### config.mk
export PLATFORM = sky130hd
export DESIGN_NAME = pair_combiner
export DESIGN_NICKNAME = d
export VERILOG_FILES = /design/src/verilog/pair_combiner_pkg.sv /design/src/verilog/pair_combiner.sv /design/src/verilog/delay_line.sv
export SDC_FILE = /design/constraint.sdc
export NUM_CORES = 1
export LEC_CHECK = 0
export BUFFER_PORTS_ARGS = -buffer_cell sky130_fd_sc_hd__buf_2
export CORE_ASPECT_RATIO = 2
export CORE_MARGIN = 4
export CORE_UTILIZATION = 58
export DETAILED_ROUTE_END_ITERATION = 7
export PLACE_DENSITY = 0.91
export SYNTH_ARGS = -nofsm -noshare
export SYNTH_HDL_FRONTEND = slang
export SYNTH_SLANG_ARGS = --single-unit
### constraint.sdc
create_clock -name clk -period 11.23 [get_ports clk]
set_input_delay 1.123 -clock clk [delete_from_list [all_inputs] [get_ports clk]]
set_output_delay 1.123 -clock clk [all_outputs]
set_load 0.05 [all_outputs]
### src/verilog/pair_combiner_pkg.sv
// Purpose: shared constants for the channel pair output combiner
// Assumes: 250 MHz pattern clock, APB register access
// Notes: offsets are byte addresses of 32-bit words
package pair_combiner_pkg;
    localparam int unsigned CLK_PERIOD_PS = 4000;
    // register byte offsets
    localparam logic [7:0] OFS_PAIR_CTRL = 8'h00;
    localparam logic [7:0] OFS_OFFSET = 8'h04;
    localparam logic [7:0] OFS_MAP = 8'h08;
    localparam logic [7:0] OFS_STATUS = 8'h0C;
    localparam logic [7:0] OFS_DELAY_ODD = 8'h10;
    localparam logic [7:0] OFS_DELAY_EVEN = 8'h14;
    // offset window in picoseconds, signed
    localparam int OFFSET_MIN_PS = -1000;
    localparam int OFFSET_MAX_PS = 1000;
    // step size in tenths of a picosecond
    localparam int STEP_LOW_RATE_DPS = 10;
    localparam int STEP_HIGH_RATE_DPS = 2;
    // offset held in tenths of a picosecond, signed
    localparam int OFFSET_W = 16;
    localparam int OFFSET_MIN_DPS = OFFSET_MIN_PS * 10;
    localparam int OFFSET_MAX_DPS = OFFSET_MAX_PS * 10;
    // delay line depth in clock cycles
    localparam int DELAY_DEPTH = 16;
    localparam int DELAY_W = 4;
    // whole-cycle part of the offset, in tenths of a ps per cycle
    localparam int CYCLE_DPS = CLK_PERIOD_PS * 10;
    // jitter settle time in cycles
    localparam int JITTER_SETTLE_CYC = 1;
    // control bit positions
    localparam int BIT_OFFSET_EN = 0;
    localparam int BIT_ADD_ODD = 1;
    localparam int BIT_ADD_EVEN = 2;
    localparam int BIT_INV_ODD = 3;
    localparam int BIT_INV_EVEN = 4;
    localparam int BIT_JIT_2NS = 5;
    localparam int BIT_HIGH_RATE = 6;
    localparam int BIT_PULSE_MODE = 7;
    // map register bit positions
    localparam int BIT_MAP_ODD = 0;
    localparam int BIT_MAP_EVEN = 1;
    localparam int BIT_SINGLE_MOD = 2;
    localparam int BIT_JITTER_MOD = 3;
    // status bit positions
    localparam int BIT_ERR_RANGE = 0;
    localparam int BIT_ERR_REFUSED = 1;
    localparam int BIT_JIT_UNSTABLE = 2;
    localparam logic [31:0] RESET_WORD = 32'h0000_0000;
    localparam logic [31:0] UNMAPPED_WORD = 32'h0000_0000;
endpackage

### src/verilog/pair_combiner.sv
// Purpose: odd/even channel pair output stage with APB registers
// Assumes: pattern inputs synchronous to clk; sub-cycle offset sent to analog vernier
// Notes: whole-cycle offset handled here, fine part leaves on offset_fine
//
// Behaviour
// with offset on, even output is odd pattern inverted and shifted
// offset shift accepted only within minus one to plus one nanosecond
// positive shift delays inverted output, negative shift advances it
// shift quantised to 1 ps or 0.2 ps step by rate variant
// offset disallowed on channels mapped to single-channel modules
// offset enable refused when channel already mapped to even channel
// even mapping refused while offset enabled
// odd mapping with offset on releases the even mapping
// offset works in pulse mode as in data mode
// odd combiner: pass-through or XOR with even signal
// even combiner: pass-through or AND with odd signal
// combiner inputs taken after each channel's delay
// polarity inversion placed after the combiner
// inverted: data 0 drives high, data 1 drives low
// combiner forced to pass-through on single-channel modules
// unmapped channel takes any setting; mapped limited by position
// combiner works in pulse mode too
// jitter span selectable one or two nanoseconds
// jitter range only acts on the jitter-capable module
// one unstable cycle allowed after jitter range change
// offset off: even channel outputs its own pattern path
`timescale 1ns/1ps
module pair_combiner
    import pair_combiner_pkg::*;
#(
    parameter int DEPTH = DELAY_DEPTH
) (
    // clock and reset
    input wire logic clk,
    input wire logic rst_b,
    // apb slave
    input wire logic psel,
    input wire logic penable,
    input wire logic pwrite,
    input wire logic [7:0] paddr,
    input wire logic [31:0] pwdata,
    output logic [31:0] prdata,
    output logic pready,
    output logic pslverr,
    // patterns
    input wire logic pat_odd,
    input wire logic pat_even,
    // outputs
    output logic out_odd,
    output logic out_even,
    output logic signed [OFFSET_W-1:0] offset_fine,
    output logic jitter_2ns,
    output logic jitter_unstable
);
    logic [7:0] ctrl_ff;
    logic [3:0] map_ff;
    logic signed [OFFSET_W-1:0] offset_ff;
    logic [DELAY_W-1:0] dly_odd_ff;
    logic [DELAY_W-1:0] dly_even_ff;
    logic err_range_ff;
    logic err_ref_ff;
    logic jit_cnt_ff;
    logic wr_en;
    logic signed [OFFSET_W-1:0] wr_ofs;
    logic ofs_ok;
    logic step_ok;
    logic en_req_ok;
    logic [DELAY_W-1:0] tap_inv;
    logic [DELAY_W-1:0] base_tap;
    logic [DELAY_W-1:0] ofs_cycles;
    logic ofs_neg;
    logic d_odd;
    logic d_even;
    logic d_inv;
    logic comb_odd;
    logic comb_even;
    logic ofs_on;
    logic add_odd_on;
    logic add_even_on;

    assign pready = 1'b1;
    assign wr_en = psel && penable && pwrite;
    assign wr_ofs = pwdata[OFFSET_W-1:0];
    // range window in tenths of a ps
    assign ofs_ok = (int'(wr_ofs) >= OFFSET_MIN_DPS) && (int'(wr_ofs) <= OFFSET_MAX_DPS);
    // step granularity by variant
    assign step_ok = ctrl_ff[BIT_HIGH_RATE] ? ((int'(wr_ofs) % STEP_HIGH_RATE_DPS) == 0)
                                            : ((int'(wr_ofs) % STEP_LOW_RATE_DPS) == 0);
    // enable refused on single module or even mapping
    assign en_req_ok = !map_ff[BIT_SINGLE_MOD] && !map_ff[BIT_MAP_EVEN];

    always_comb begin
        pslverr = 1'b0;
        if (psel && penable && pwrite) begin
            if (paddr == OFS_OFFSET) begin
                pslverr = !(ofs_ok && step_ok);
            end else if (paddr == OFS_PAIR_CTRL) begin
                pslverr = pwdata[BIT_OFFSET_EN] && !en_req_ok;
            end else if (paddr == OFS_MAP) begin
                pslverr = pwdata[BIT_MAP_EVEN] && ctrl_ff[BIT_OFFSET_EN];
            end
        end
    end

    // control register
    always_ff @(posedge clk or negedge rst_b) begin
        if (!rst_b) begin
            ctrl_ff <= RESET_WORD[7:0];
        end else if (wr_en && paddr == OFS_PAIR_CTRL) begin
            ctrl_ff <= pwdata[7:0];
            if (pwdata[BIT_OFFSET_EN] && !en_req_ok) begin
                ctrl_ff[BIT_OFFSET_EN] <= ctrl_ff[BIT_OFFSET_EN];
            end
            // mapped odd only odd options, mapped even only even options
            if (map_ff[BIT_MAP_EVEN] || map_ff[BIT_SINGLE_MOD]) begin
                ctrl_ff[BIT_ADD_ODD] <= 1'b0;
            end
            if (map_ff[BIT_MAP_ODD] || map_ff[BIT_SINGLE_MOD]) begin
                ctrl_ff[BIT_ADD_EVEN] <= 1'b0;
            end
        end else if (wr_en && paddr == OFS_MAP && pwdata[BIT_SINGLE_MOD]) begin
            ctrl_ff[BIT_OFFSET_EN] <= 1'b0;
            ctrl_ff[BIT_ADD_ODD] <= 1'b0;
            ctrl_ff[BIT_ADD_EVEN] <= 1'b0;
        end
    end

    // mapping register
    always_ff @(posedge clk or negedge rst_b) begin
        if (!rst_b) begin
            map_ff <= RESET_WORD[3:0];
        end else if (wr_en && paddr == OFS_MAP) begin
            map_ff <= pwdata[3:0];
            if (pwdata[BIT_MAP_EVEN] && ctrl_ff[BIT_OFFSET_EN]) begin
                map_ff <= map_ff;
            end else if (pwdata[BIT_MAP_ODD] && ctrl_ff[BIT_OFFSET_EN]) begin
                map_ff[BIT_MAP_EVEN] <= 1'b0;
            end
        end
    end

    // offset and delays
    always_ff @(posedge clk or negedge rst_b) begin
        if (!rst_b) begin
            offset_ff <= '0;
            dly_odd_ff <= '0;
            dly_even_ff <= '0;
        end else if (wr_en) begin
            if (paddr == OFS_OFFSET && ofs_ok && step_ok) begin
                offset_ff <= wr_ofs;
            end
            if (paddr == OFS_DELAY_ODD) begin
                dly_odd_ff <= pwdata[DELAY_W-1:0];
            end
            if (paddr == OFS_DELAY_EVEN) begin
                dly_even_ff <= pwdata[DELAY_W-1:0];
            end
        end
    end

    // error flags, set wins over clear
    always_ff @(posedge clk or negedge rst_b) begin
        if (!rst_b) begin
            err_range_ff <= 1'b0;
            err_ref_ff <= 1'b0;
        end else begin
            if (wr_en && paddr == OFS_OFFSET && !(ofs_ok && step_ok)) begin
                err_range_ff <= 1'b1;
            end else if (wr_en && paddr == OFS_STATUS && pwdata[BIT_ERR_RANGE]) begin
                err_range_ff <= 1'b0;
            end
            if (wr_en && pslverr && paddr != OFS_OFFSET) begin
                err_ref_ff <= 1'b1;
            end else if (wr_en && paddr == OFS_STATUS && pwdata[BIT_ERR_REFUSED]) begin
                err_ref_ff <= 1'b0;
            end
        end
    end

    // jitter range change marker
    always_ff @(posedge clk or negedge rst_b) begin
        if (!rst_b) begin
            jit_cnt_ff <= 1'b0;
        end else begin
            jit_cnt_ff <= wr_en && paddr == OFS_PAIR_CTRL && map_ff[BIT_JITTER_MOD] &&
                          (pwdata[BIT_JIT_2NS] != ctrl_ff[BIT_JIT_2NS]);
        end
    end

    assign jitter_2ns = map_ff[BIT_JITTER_MOD] && ctrl_ff[BIT_JIT_2NS];
    assign jitter_unstable = jit_cnt_ff;

    // read mux
    always_ff @(posedge clk or negedge rst_b) begin
        if (!rst_b) begin
            prdata <= '0;
        end else if (psel && !penable && !pwrite) begin
            case (paddr)
                OFS_PAIR_CTRL: prdata <= {24'h000000, ctrl_ff};
                OFS_OFFSET: prdata <= {{(32-OFFSET_W){offset_ff[OFFSET_W-1]}}, offset_ff};
                OFS_MAP: prdata <= {28'h0000000, map_ff};
                OFS_STATUS: prdata <= {29'h0, jit_cnt_ff, err_ref_ff, err_range_ff};
                OFS_DELAY_ODD: prdata <= {28'h0000000, dly_odd_ff};
                OFS_DELAY_EVEN: prdata <= {28'h0000000, dly_even_ff};
                default: prdata <= UNMAPPED_WORD;
            endcase
        end
    end

    // whole-cycle part of the shift around the odd delay
    assign ofs_neg = offset_ff[OFFSET_W-1];
    always_comb begin
        int mag;
        mag = ofs_neg ? -int'(offset_ff) : int'(offset_ff);
        ofs_cycles = DELAY_W'(mag / CYCLE_DPS);
    end
    assign base_tap = dly_odd_ff;
    // positive delays the inverted copy, negative advances it
    assign tap_inv = ofs_neg ? ((base_tap > ofs_cycles) ? base_tap - ofs_cycles : '0)
                             : base_tap + ofs_cycles;
    assign offset_fine = ofs_on ? offset_ff : '0;

    assign ofs_on = ctrl_ff[BIT_OFFSET_EN] && !map_ff[BIT_SINGLE_MOD];
    assign add_odd_on = ctrl_ff[BIT_ADD_ODD] && !map_ff[BIT_SINGLE_MOD];
    assign add_even_on = ctrl_ff[BIT_ADD_EVEN] && !map_ff[BIT_SINGLE_MOD];

    // delayed channel signals
    delay_line #(.DEPTH(DEPTH), .AW(DELAY_W)) u_dly_odd (
        .clk(clk), .rst_b(rst_b), .din(pat_odd), .tap(dly_odd_ff), .dout(d_odd)
    );
    delay_line #(.DEPTH(DEPTH), .AW(DELAY_W)) u_dly_even (
        .clk(clk), .rst_b(rst_b), .din(pat_even), .tap(dly_even_ff), .dout(d_even)
    );
    delay_line #(.DEPTH(DEPTH), .AW(DELAY_W)) u_dly_inv (
        .clk(clk), .rst_b(rst_b), .din(pat_odd), .tap(tap_inv), .dout(d_inv)
    );

    assign comb_odd = add_odd_on ? (d_odd ^ d_even) : d_odd;
    assign comb_even = add_even_on ? (d_even & d_odd) : d_even;

    // polarity after combiner; high level is 1
    always_ff @(posedge clk or negedge rst_b) begin
        if (!rst_b) begin
            out_odd <= 1'b0;
            out_even <= 1'b0;
        end else begin
            out_odd <= comb_odd ^ ctrl_ff[BIT_INV_ODD];
            if (ofs_on) begin
                out_even <= ~d_inv;
            end else begin
                out_even <= comb_even ^ ctrl_ff[BIT_INV_EVEN];
            end
        end
    end

    // checks on the registers and the output stage
    a_offset_window: assert property (@(posedge clk) disable iff (!rst_b)
        (int'(offset_ff) >= OFFSET_MIN_DPS) && (int'(offset_ff) <= OFFSET_MAX_DPS))
        else $error("offset out of window");
    a_even_refused: assert property (@(posedge clk) disable iff (!rst_b)
        ctrl_ff[BIT_OFFSET_EN]
        |-> !map_ff[BIT_MAP_EVEN])
        else $error("even mapped with offset on");
    a_single_no_ofs: assert property (@(posedge clk) disable iff (!rst_b)
        map_ff[BIT_SINGLE_MOD]
        |-> !ofs_on && !add_odd_on && !add_even_on)
        else $error("single module not pass-through");
    a_single_ctrl: assert property (@(posedge clk) disable iff (!rst_b)
        map_ff[BIT_SINGLE_MOD]
        |-> !ctrl_ff[BIT_OFFSET_EN] && !ctrl_ff[BIT_ADD_ODD] && !ctrl_ff[BIT_ADD_EVEN])
        else $error("single module holds pair settings");
    a_odd_comb: assert property (@(posedge clk) disable iff (!rst_b)
        1'b1
        |=> out_odd == ($past(comb_odd) ^ $past(ctrl_ff[BIT_INV_ODD])))
        else $error("odd output wrong");
    a_odd_xor: assert property (@(posedge clk) disable iff (!rst_b)
        add_odd_on
        |=> out_odd == (($past(d_odd) ^ $past(d_even)) ^ $past(ctrl_ff[BIT_INV_ODD])))
        else $error("odd xor wrong");
    a_even_inv: assert property (@(posedge clk) disable iff (!rst_b)
        ofs_on
        |=> out_even == !$past(d_inv))
        else $error("even not inverted copy");
    a_even_and: assert property (@(posedge clk) disable iff (!rst_b)
        !ofs_on && add_even_on
        |=> out_even == (($past(d_even) & $past(d_odd)) ^ $past(ctrl_ff[BIT_INV_EVEN])))
        else $error("even and wrong");
    a_even_own: assert property (@(posedge clk) disable iff (!rst_b)
        !ofs_on && !add_even_on
        |=> out_even == ($past(d_even) ^ $past(ctrl_ff[BIT_INV_EVEN])))
        else $error("even own path wrong");
    a_fine_off: assert property (@(posedge clk) disable iff (!rst_b)
        !ofs_on |-> offset_fine == '0)
        else $error("fine offset leaked");
    a_jitter_gate: assert property (@(posedge clk) disable iff (!rst_b)
        !map_ff[BIT_JITTER_MOD]
        |-> !jitter_2ns)
        else $error("jitter range leaked");
    a_jit_quiet: assert property (@(posedge clk) disable iff (!rst_b)
        !map_ff[BIT_JITTER_MOD]
        |=> !jitter_unstable)
        else $error("unstable flag without jitter module");
    a_jit_pulse: assert property (@(posedge clk) disable iff (!rst_b)
        jitter_unstable
        |=> !jitter_unstable)
        else $error("unstable flag longer than one cycle");
    a_ofs_refuse: assert property (@(posedge clk) disable iff (!rst_b)
        wr_en && paddr == OFS_OFFSET && !ofs_ok
        |=> offset_ff == $past(offset_ff))
        else $error("bad offset stored");
    a_step_refuse: assert property (@(posedge clk) disable iff (!rst_b)
        wr_en && paddr == OFS_OFFSET && !step_ok
        |=> offset_ff == $past(offset_ff))
        else $error("off-step offset stored");
    a_ofs_stored: assert property (@(posedge clk) disable iff (!rst_b)
        wr_en && paddr == OFS_OFFSET && ofs_ok && step_ok
        |=> offset_ff == $past(wr_ofs))
        else $error("legal offset not stored");
    a_range_flag: assert property (@(posedge clk) disable iff (!rst_b)
        wr_en && paddr == OFS_OFFSET && !(ofs_ok && step_ok)
        |=> err_range_ff)
        else $error("range error not flagged");
    a_enable_refused: assert property (@(posedge clk) disable iff (!rst_b)
        wr_en && paddr == OFS_PAIR_CTRL && pwdata[BIT_OFFSET_EN] && !en_req_ok
        |=> !ctrl_ff[BIT_OFFSET_EN])
        else $error("refused offset enable taken");
    a_map_refused: assert property (@(posedge clk) disable iff (!rst_b)
        wr_en && paddr == OFS_MAP && pwdata[BIT_MAP_EVEN] && ctrl_ff[BIT_OFFSET_EN]
        |=> map_ff == $past(map_ff))
        else $error("refused mapping taken");
    a_odd_release: assert property (@(posedge clk) disable iff (!rst_b)
        wr_en && paddr == OFS_MAP && pwdata[BIT_MAP_ODD] && ctrl_ff[BIT_OFFSET_EN]
        |=> !map_ff[BIT_MAP_EVEN])
        else $error("even mapping kept");
    a_odd_limit: assert property (@(posedge clk) disable iff (!rst_b)
        wr_en && paddr == OFS_PAIR_CTRL && map_ff[BIT_MAP_ODD]
        |=> !ctrl_ff[BIT_ADD_EVEN])
        else $error("and setting on odd position");
    a_even_limit: assert property (@(posedge clk) disable iff (!rst_b)
        wr_en && paddr == OFS_PAIR_CTRL && map_ff[BIT_MAP_EVEN]
        |=> !ctrl_ff[BIT_ADD_ODD])
        else $error("xor setting on even position");
    c_ofs_on: cover property (@(posedge clk) disable iff (!rst_b) ofs_on && d_inv);
    c_xor: cover property (@(posedge clk) disable iff (!rst_b) add_odd_on && d_even);
    c_and: cover property (@(posedge clk) disable iff (!rst_b) add_even_on && d_odd && d_even);
    c_refused: cover property (@(posedge clk) disable iff (!rst_b) wr_en && pslverr);
    c_jit: cover property (@(posedge clk) disable iff (!rst_b) jitter_unstable);
endmodule

### src/verilog/delay_line.sv
// Purpose: per-bit delay line with registered tap output
// Assumes: depth is a power of two
// Notes: tap 0 is two register stages
`timescale 1ns/1ps
module delay_line #(
    parameter int DEPTH = 16,
    parameter int AW = 4
) (
    // clock and reset
    input wire logic clk,
    input wire logic rst_b,
    // data
    input wire logic din,
    input wire logic [AW-1:0] tap,
    output logic dout
);
    logic [DEPTH-1:0] shift_ff;

    always_ff @(posedge clk or negedge rst_b) begin
        if (!rst_b) begin
            shift_ff <= '0;
        end else begin
            shift_ff <= {shift_ff[DEPTH-2:0], din};
        end
    end

    always_ff @(posedge clk or negedge rst_b) begin
        if (!rst_b) begin
            dout <= 1'b0;
        end else begin
            dout <= shift_ff[tap];
        end
    end
endmodule

# After elaboration in Yosys (flattened, before gate mapping)
# Index checks and enable logic that the tools add are counted.
[word_totals] register_bits=124 input_bits=47 out_inout_bits=54 wordCells=121
[classes] add_sub_neg=3 div=2 magnitude_cmp=6 eq_ne=8 mux=29 n_bitwise=7 reduce_logical=47
[ops] op="$pmux W32 S6" count=1
[ops] op="$logic_not A32 Y1" count=2
[ops] op="$div A32 B17 Y32 const B" count=1
[ops] op="$mod A32 B5 Y32 const B" count=1
[ops] op="$mux W32" count=1
[ops] op="$neg A16 Y32" count=1
[ops] op="$logic_and A1 B1 Y1" count=28
[ops] op="$mux W1" count=19
[ops] op="$eq A8 B4 Y1 const B" count=2
[ops] op="$eq A8 B5 Y1 const B" count=2
[ops] op="$ge A16 B15 Y1 const B" count=1
[ops] op="$le A16 B15 Y1 const B" count=1
[ops] op="$mux W16" count=1
[ops] op="$lt A4 B5 Y1 const B" count=3
[ops] op="$bmux W1 S4" count=3
[ops] op="$reduce_and A2 Y1" count=5
[ops] op="$eq A8 B3 Y1 const B" count=1
[ops] op="$logic_not A8 Y1" count=1
[ops] op="$mux W4" count=2
[ops] op="$ne A8 B3 Y1 const B" count=1
[ops] op="$logic_not A1 Y1" count=6
[ops] op="$mux W3" count=2
[ops] op="$reduce_bool A2 Y1" count=3
[ops] op="$add A4 B4 Y4" count=1
[ops] op="other kinds (8)" count=13

# Depth between registers and ports, before layout
# Gate-level depths: netlist of the first run.
[logic_depth] word_depth=10 mapped_depth=33 mapped_depth_nobuf=27

# Hierarchy
# A second synthesis of the first run with hierarchy kept.
[unflattened] hier_cells=756 hier_area_um2=7377.1
[by_module_without_submodules] module="pair_combiner" n_inst=1 cells_per_inst=684 area_each_um2=5695.5 seq_area_each_um2=1426.4
[by_module_without_submodules] module="delay_line" n_inst=3 cells_per_inst=24 area_each_um2=560.5 seq_area_each_um2=425.4

# Worst setup path before layout of the first run
# OpenSTA, ideal clock, no wires.
[synth_timing] kind="input to output" startpoint="input pwdata[0]" endpoint="output pslverr" arrival_ns=8.128 t_required_ns=10.107 slack_ns=1.979 stages=29 path_buffers=3 path_cell_list="clkbuf_1 inv_1 ha_1 or4b_4 o41ai_4 xnor2_1 buf_2 a211oi_1 o32a_1 nor2_1 nor2_1 a311o_1 o211a_1 or4_1 buf_2 o31a_1 a32o_2 and3_4 o41ai_1 o32ai_2 and4_4 o211ai_1 o21ai_0 ha_1 nor2b_1 o311ai_0 nand4b_1 o2bb2ai_1 a32oi_1"
[synth_between] elab_chain_cells=7 elab_cells_between_ends=14 cone_classes="div: 1; order compare: 2; mux: 4; bitwise: 1; reduce/logical: 6"
[synth_rtl] element="from (decl)" line_no="pair_combiner.sv:41" source="input wire logic [31:0] pwdata,"
[synth_rtl] element="$mod A32 B5 Y32 or $and A1 B1 Y1 (tied branches)"
[synth_rtl] element="$logic_not A32 Y1, on equally long branches" line_no="pair_combiner.sv:88, pair_combiner.sv:87"
[synth_rtl] element="$mux W1" line_no="pair_combiner.sv:87" source="assign step_ok = ctrl_ff[BIT_HIGH_RATE] ? ((int'(wr_ofs) % STEP_HIGH_RATE_DPS) == 0)"
[synth_rtl] element="$logic_and A1 B1 Y1" line_no="pair_combiner.sv:96" source="pslverr = !(ofs_ok && step_ok);"
[synth_rtl] element="$logic_not A1 Y1" line_no="pair_combiner.sv:96"
[synth_rtl] element="$mux W1 *" line_no="pair_combiner.sv:95" source="if (paddr == OFS_OFFSET) begin"
[synth_rtl] element="$mux W1 *" line_no="pair_combiner.sv:94" source="if (psel && penable && pwrite) begin"
[synth_rtl] element="to (decl)" line_no="pair_combiner.sv:44" source="output logic pslverr,"
# Mark *: on every way between the ends. The rest lies on a longest branch, timed or not.

# Final worst setup path of the first run
[layout_timing] startpoint="input pwdata[1]" endpoint="output pslverr"
[layout_between] elab_chain_cells=7 elab_cells_between_ends=13 cone_classes="div: 1; order compare: 2; mux: 5; reduce/logical: 5"
[layout_rtl] element="$mod A32 B5 Y32" line_no="pair_combiner.sv:88" source=": ((int'(wr_ofs) % STEP_LOW_RATE_DPS) == 0);"
[layout_rtl] element="$logic_not A32 Y1" line_no="pair_combiner.sv:88"
[layout_rtl] element="$mux W1" line_no="pair_combiner.sv:87"
[layout_rtl] element="$logic_and A1 B1 Y1" line_no="pair_combiner.sv:96"
[layout_rtl] element="$logic_not A1 Y1" line_no="pair_combiner.sv:96"
[layout_rtl] element="$mux W1 *" line_no="pair_combiner.sv:95"
[layout_rtl] element="$mux W1 *" line_no="pair_combiner.sv:94"
# Marked as above.

==> impl_metrics.ini, run 1 <==
[outcome]
status = completed

[sta]
timing.fmax_ghz = 0.0951
rsz0062_at_grt = false
finalWorstSetupSlack_ns = 0.714
min_period_over_period_pct = 93.6
fin_setup_tns_ns = 0
hold_viol_final = 0
setup_violations = 0
slew_headroom_pct = 17.9
maxSlewViolCount = 0
skew_ns = 0.00738
worst_pin_slew_ns = 1.23
fin_crit_ns = 10.52

[clock_network]
cts_buffer_depth = 2
htreeDepth = 3
clock-sinks = 92
path_clk_slew_ns = 0.06
cts-resized-gates = 0
holdBufCountCts = 0
cts_buffers = 9
clock-root-buffer = clkbuf_16
postCtsSetupBuffers = 0
worstSkewPairLatency_ns = 0.34
cts_tree = done

[routing]
viasPerCell = 6.87
totalWireLength_mm = 17.7
vias = 5953
wl_per_cell_um = 20.4
drtIter0Drc = 569
first_pass_iters = 8
drc_errors = 0
final_antenna_net_count = 0

[placement]
finalWeightedCongestion = 0.988
place_ws_ns = 0.984
place.detailed.hpwl_mm = 12.9
port-buffer-count = 83

[logic_synthesis]
yosys.area_share.simple_pct = 15.9
async_flop_share_pct = 100
ys_ff_latch = 92
syn_inst = 681
synth_cell_types = 89
synthAdderAreaFrac_pct = 3.38
muxShareOfSynthArea_pct = 11.1
synth-xor-area-share_pct = 5.18
yosysWarnings = 0
synth_top_family_by_area = compound AO/OA/AOI/OAI gates
synth_edf_count = 0
synth-main-ff-cell = dfrtp_1
seq_area_frac_synth_pct = 35.2
synth_area_mm2 = 0.00654
synth_compound_area_share_pct = 23.2
synth.avg_cell_area_um2 = 9.61

[pwr]
vdd_ir_drop_max_mv = 0.134
p_leak_uw = 0.00321
p_per_area_mw_per_mm2 = 133

[worst_setup_path]
cpMostUsedCell = a21oi_1
critPathBufInv = 3
crit_type = input pin to output pin
r2r_slack_ns = 7.60
required_ns = 10.11
cpPeakStageDelay_ns = 0.99
worstPathMaxFanout = 16
path_delay_family = compound AO/OA/AOI/OAI gates
critPathSlowestCell = xor2_1
cp-end-kind = output pin
arrival_ns = 9.39
startpoint_type = input pin

[die]
die_h_um = 158
io_pins = 101
row_count = 54
start_util_pct = 59.8
coreArea_mm2 = 0.0109
die_w_um = 83.1
die-area_mm2 = 0.0131

[run]
drv_cap = 0

[layout]
drive_above_1_share_pct = 21.7
layout_common_cells = dfrtp_1, buf_2, nand2_1
layout_commonest_cell = dfrtp_1
area_delta_synth_final_pct = 8.80
antenna_cells = 0
nets = 783

[global_route]
overflow = 0
grt_start_max_net_pins = 93
antenna_found_initial = 0
grt_pass1_wl_mm = 27.9
grtUsageTotal_pct = 26.2
grt_pass1_vias = 5703

[min_path]
hold_path.class = flip-flop to flip-flop
## metal layers
layer  wire, µm  share of wire [%]  GRT usage, %
met1       6270                 35          27.8
met2       9280                 53          48.3
met3       1200                6.8          4.17
met4        921                5.2          16.3
met5          0                  0             0
## state kept, by name, summed over array words and instances, names as in the netlist
name / cells
map_ff: 4
out_odd: 1
u_dly_inv.shift_ff: 16
base_tap: 4
offset_ff: 16
ctrl_ff: 8
dly_even_ff: 4
u_dly_even.dout: 1
u_dly_even.shift_ff: 16
err_ref_ff: 1
out_even: 1
jitter_unstable: 1
prdata: 16
u_dly_odd.dout: 1
u_dly_inv.dout: 1
err_range_ff: 1
## synth_stat cells (8+ instances only)
cell type | count | area share [%]
mux2i_1 | 15 | 2.3
buf_2 | 9 | 0.69
o211ai_1 | 8 | 0.92
dfrtp_1 | 92 | 35
nor4_1 | 9 | 0.86
clkbuf_1 | 29 | 1.7
and2_1 | 21 | 2.0
mux2_2 | 14 | 2.4
o21ai_0 | 37 | 2.8
xor2_1 | 14 | 1.9
a21oi_1 | 39 | 3.0
buf_4 | 18 | 2.1
a221oi_1 | 10 | 1.3
a211oi_1 | 12 | 1.4
o22ai_1 | 10 | 0.96
nand3_1 | 12 | 0.92
mux4_2 | 10 | 3.4
mux2_4 | 9 | 2.1
nand2_1 | 53 | 3.0
nor2_1 | 45 | 2.6
nor3_1 | 18 | 1.4
o31ai_1 | 8 | 0.92
inv_1 | 12 | 0.69
xnor2_1 | 21 | 2.8
ha_1 | 12 | 2.3
## layout make-up
type,count,area [µm²]
Clock inverter,6,47.5
Tap cell,140,175
Multi-Input combinational cell,522,3880
Sequential cell,92,2300
Fill cell,864,3830
Inverter,12,45.0
Timing Repair Buffer,85,433
Clock buffer,10,239
## power by group
| part | switching, µW | internal, µW | total, µW |
|---|---|---|---|
| clock | 127 | 158 | 285 |
| combinational | 197 | 115 | 312 |
| sequential | 6.99 | 340 | 347 |
## worst reg2reg max path, cell delays in order, from the launching register on
cell	delay, ns
dfrtp_1	0.42
nor4_1	0.46
nand4_1	0.22
nor4_1	0.41
ha_1	0.29
fa_1	0.24
o21bai_1	0.08
a21oi_1	0.21
a311o_1	0.21
o22ai_1	0.25
a211oi_1	0.31
a21oi_1	0.06
a211oi_1	0.29
a21oi_1	0.06
## cells by family after synthesis
family	Yosys count
AOI/OAI and AO/OA	202
xor gates and xnor gates	37
adders and majority gates	17
muxes	53
and+or+nand+nor	204
DFF	92
buffers and inverters	74
other	2
## final timing paths
check / end / depth (start not counted) / start
worst min register to register: u_dly_even.shift_ff[13] / 0 / u_dly_even.shift_ff[12]
worst min-delay path: u_dly_even.shift_ff[13] / 0 / u_dly_even.shift_ff[12]
worst max register to register: u_dly_inv.dout / 13 / offset_ff[10]
max in group asynchronous: offset_ff[13] / 1 / rst_b
worst max-delay path: pslverr / 27 / pwdata[1]
min in group asynchronous: u_dly_even.shift_ff[9] / 1 / rst_b
## per-stage QoR
| stage | total power (µW) | instances | util, % | hold WS [ns] | instance area [µm²] |
|---|---|---|---|---|---|
| floorplan | 591 | 688 | - | 0.349 | 6570 |
| global placement | 642 | 851 | 62.4 | 0.353 | 6830 |
| detailed placement | 654 | 851 | 62.4 | 0.362 | 6830 |
| CTS | 939 | 867 | 65.0 | 0.380 | 7120 |
| global route | 985 | 867 | 65.0 | 0.387 | 7120 |
| finish | 944 | 867 | 65.0 | 0.379 | 7120 |
No activity file was read; power rests on OpenSTA's default activity.
==> run 2, diff against run 1 <==
--- a/config.mk
+++ b/config.mk
@@ -6,7 +6,6 @@
 export NUM_CORES = 1
 export LEC_CHECK = 0
 export BUFFER_PORTS_ARGS = -buffer_cell sky130_fd_sc_hd__buf_2
-export CORE_ASPECT_RATIO = 2
 export CORE_MARGIN = 4
 export CORE_UTILIZATION = 58
 export DETAILED_ROUTE_END_ITERATION = 7
==> run 2 against run 1 <==
  * Combinational power about the same
  * Register-to-register slack got worse by 0.26 ns
  * Final area increased by 0.11%
==> impl_metrics.ini, run 2 (same netlist as run 1, synthesis figures left out) <==
[worst_setup_path]
r2r_slack_ns = 7.34
rr_worst_depth = 14
startpoint_type = input pin
required_ns = 10.11
rr_startpoint = offset_ff[15]
crit_start = pwdata[1]
critical_path.reg2reg.endpoint = u_dly_inv.dout
cp-end-kind = output pin
crit_type = input pin to output pin
worstPathMaxFanout = 16
arrival_ns = 9.11

[sta]
rsz0062_at_grt = false
fin_setup_tns_ns = 0
setup_violations = 0
hold_viol_final = 0
fin_crit_ns = 10.23
maxSlewViolCount = 0
worst_pin_slew_ns = 1.15
finalWorstSetupSlack_ns = 0.996
skew_ns = 0.00914
min_period_over_period_pct = 91.1
timing.fmax_ghz = 0.0977
slew_headroom_pct = 23.5

[routing]
wl_per_cell_um = 19.6
drc_errors = 0
final_antenna_net_count = 0
vias = 5844
drtIter0Drc = 978
totalWireLength_mm = 17.1
first_pass_iters = 6
viasPerCell = 6.73

[global_route]
grt_pass1_wl_mm = 28.0
grt_pass1_vias = 5541
overflow = 0
grtUsageTotal_pct = 26.3
grt_start_max_net_pins = 93
antenna_found_initial = 1

[die]
coreArea_mm2 = 0.0109
io_pins = 101
row_count = 38
die_h_um = 114
start_util_pct = 59.8
die-area_mm2 = 0.0130
die_w_um = 114

[run]
drv_cap = 0

[layout]
area_delta_synth_final_pct = 8.91
layout_commonest_cell = dfrtp_1
antenna_cells = 0
drive_above_1_share_pct = 21.7
nets = 785
fillers = 825
layout_common_cells = dfrtp_1, buf_2, nand2_1
instances_no_fill = 868
fin_area_mm2 = 0.00713

[outcome]
status = completed

[placement]
place_inst = 853
placed_area_mm2 = 0.00685
port-buffer-count = 83
place.detailed.hpwl_mm = 12.0
place_ws_ns = 1.22
finalWeightedCongestion = 0.924

[clock_network]
worstSkewPairLatency_ns = 0.34
cts-resized-gates = 0
cts_tree = done
holdBufCountCts = 0
htreeDepth = 3
path_clk_slew_ns = 0.06
postCtsSetupBuffers = 0
clock-sinks = 92
cts_buffers = 9
cts_buffer_depth = 2
clock-root-buffer = clkbuf_16

[pwr]
p_per_area_mw_per_mm2 = 133
vdd_ir_drop_max_mv = 0.113
p_leak_uw = 0.00320

[min_path]
hold_path.class = flip-flop to flip-flop
hold_depth = 0
min-delay-start = u_dly_even.shift_ff[11]
min_to = u_dly_even.shift_ff[12]
[run 2: cell types whose count changed in the layout (fill, tap and decap cells not counted), sizes merged]
cell / change
buf: +2
clkinv: -4
inv: -2
clkbuf: +2
clkinvlp: +3
[run 2: worst max path at each step]
stage                         end  slack [ns]
after floorplan           pslverr        1.98
after global placement    pslverr        1.43
after detailed placement  pslverr        1.22
after CTS                 pslverr        1.16
after global routing      pslverr        0.47
final                     pslverr         1.0
[run 2: through the flow]
step | util [%] | power [µW] | hold WS (ns)
final | 65.2 | 947 | 0.368
after global placement | 62.6 | 641 | 0.356
after floorplan | - | 591 | 0.349
after global routing | 65.2 | 991 | 0.383
after detailed placement | 62.6 | 655 | 0.360
after CTS | 65.2 | 939 | 0.373
[run 2: area by class of cell]
type	instances	area (µm²)	share of cell area, %
multi-input combinational	522	3880	54.4
timing repair buffer	87	448	6.29
inverter	12	45.0	0.632
clock inverter	3	22.5	0.316
tap	140	175	2.46
clock buffer	12	256	3.60
sequential	92	2300	32.3
[run 2: layer usage]
metal	GRT usage, %	vias up	wire (µm)
met4	7.28	2	395
met3	5.34	44	1360
met1	35.4	2840	7090
met5	0	-	7
li1	-	2630	-
met2	43.6	328	8200
[run 2: power breakdown]
group          leakage (µW)  switching [µW]  total [µW]  internal, µW
logic               0.00190             197         314           116
clock network      0.000127             126         287           161
registers           0.00118            6.79         347           340
[run 2: worst max-delay path, stage by stage]
cell,delay (ns)
buf_2,0.18
inv_1,0.20
ha_1,0.23
or4b_4,0.55
o41ai_4,0.46
xor2_2,0.51
a211oi_1,0.14
o32a_1,0.40
nor2_1,0.36
a22o_1,0.22
a2111oi_0,0.12
a21oi_1,0.94
o21ai_0,0.23
a221oi_1,0.54
o211ai_1,0.19
o22ai_1,0.43
o21ai_0,0.23
o22ai_1,0.21
a21oi_1,0.13
o211ai_1,0.18
o21ai_0,0.12
ha_1,0.29
a211oi_1,0.23
nand4b_1,0.15
o2bb2ai_1,0.28
a32oi_1,0.19
buf_2,0.29
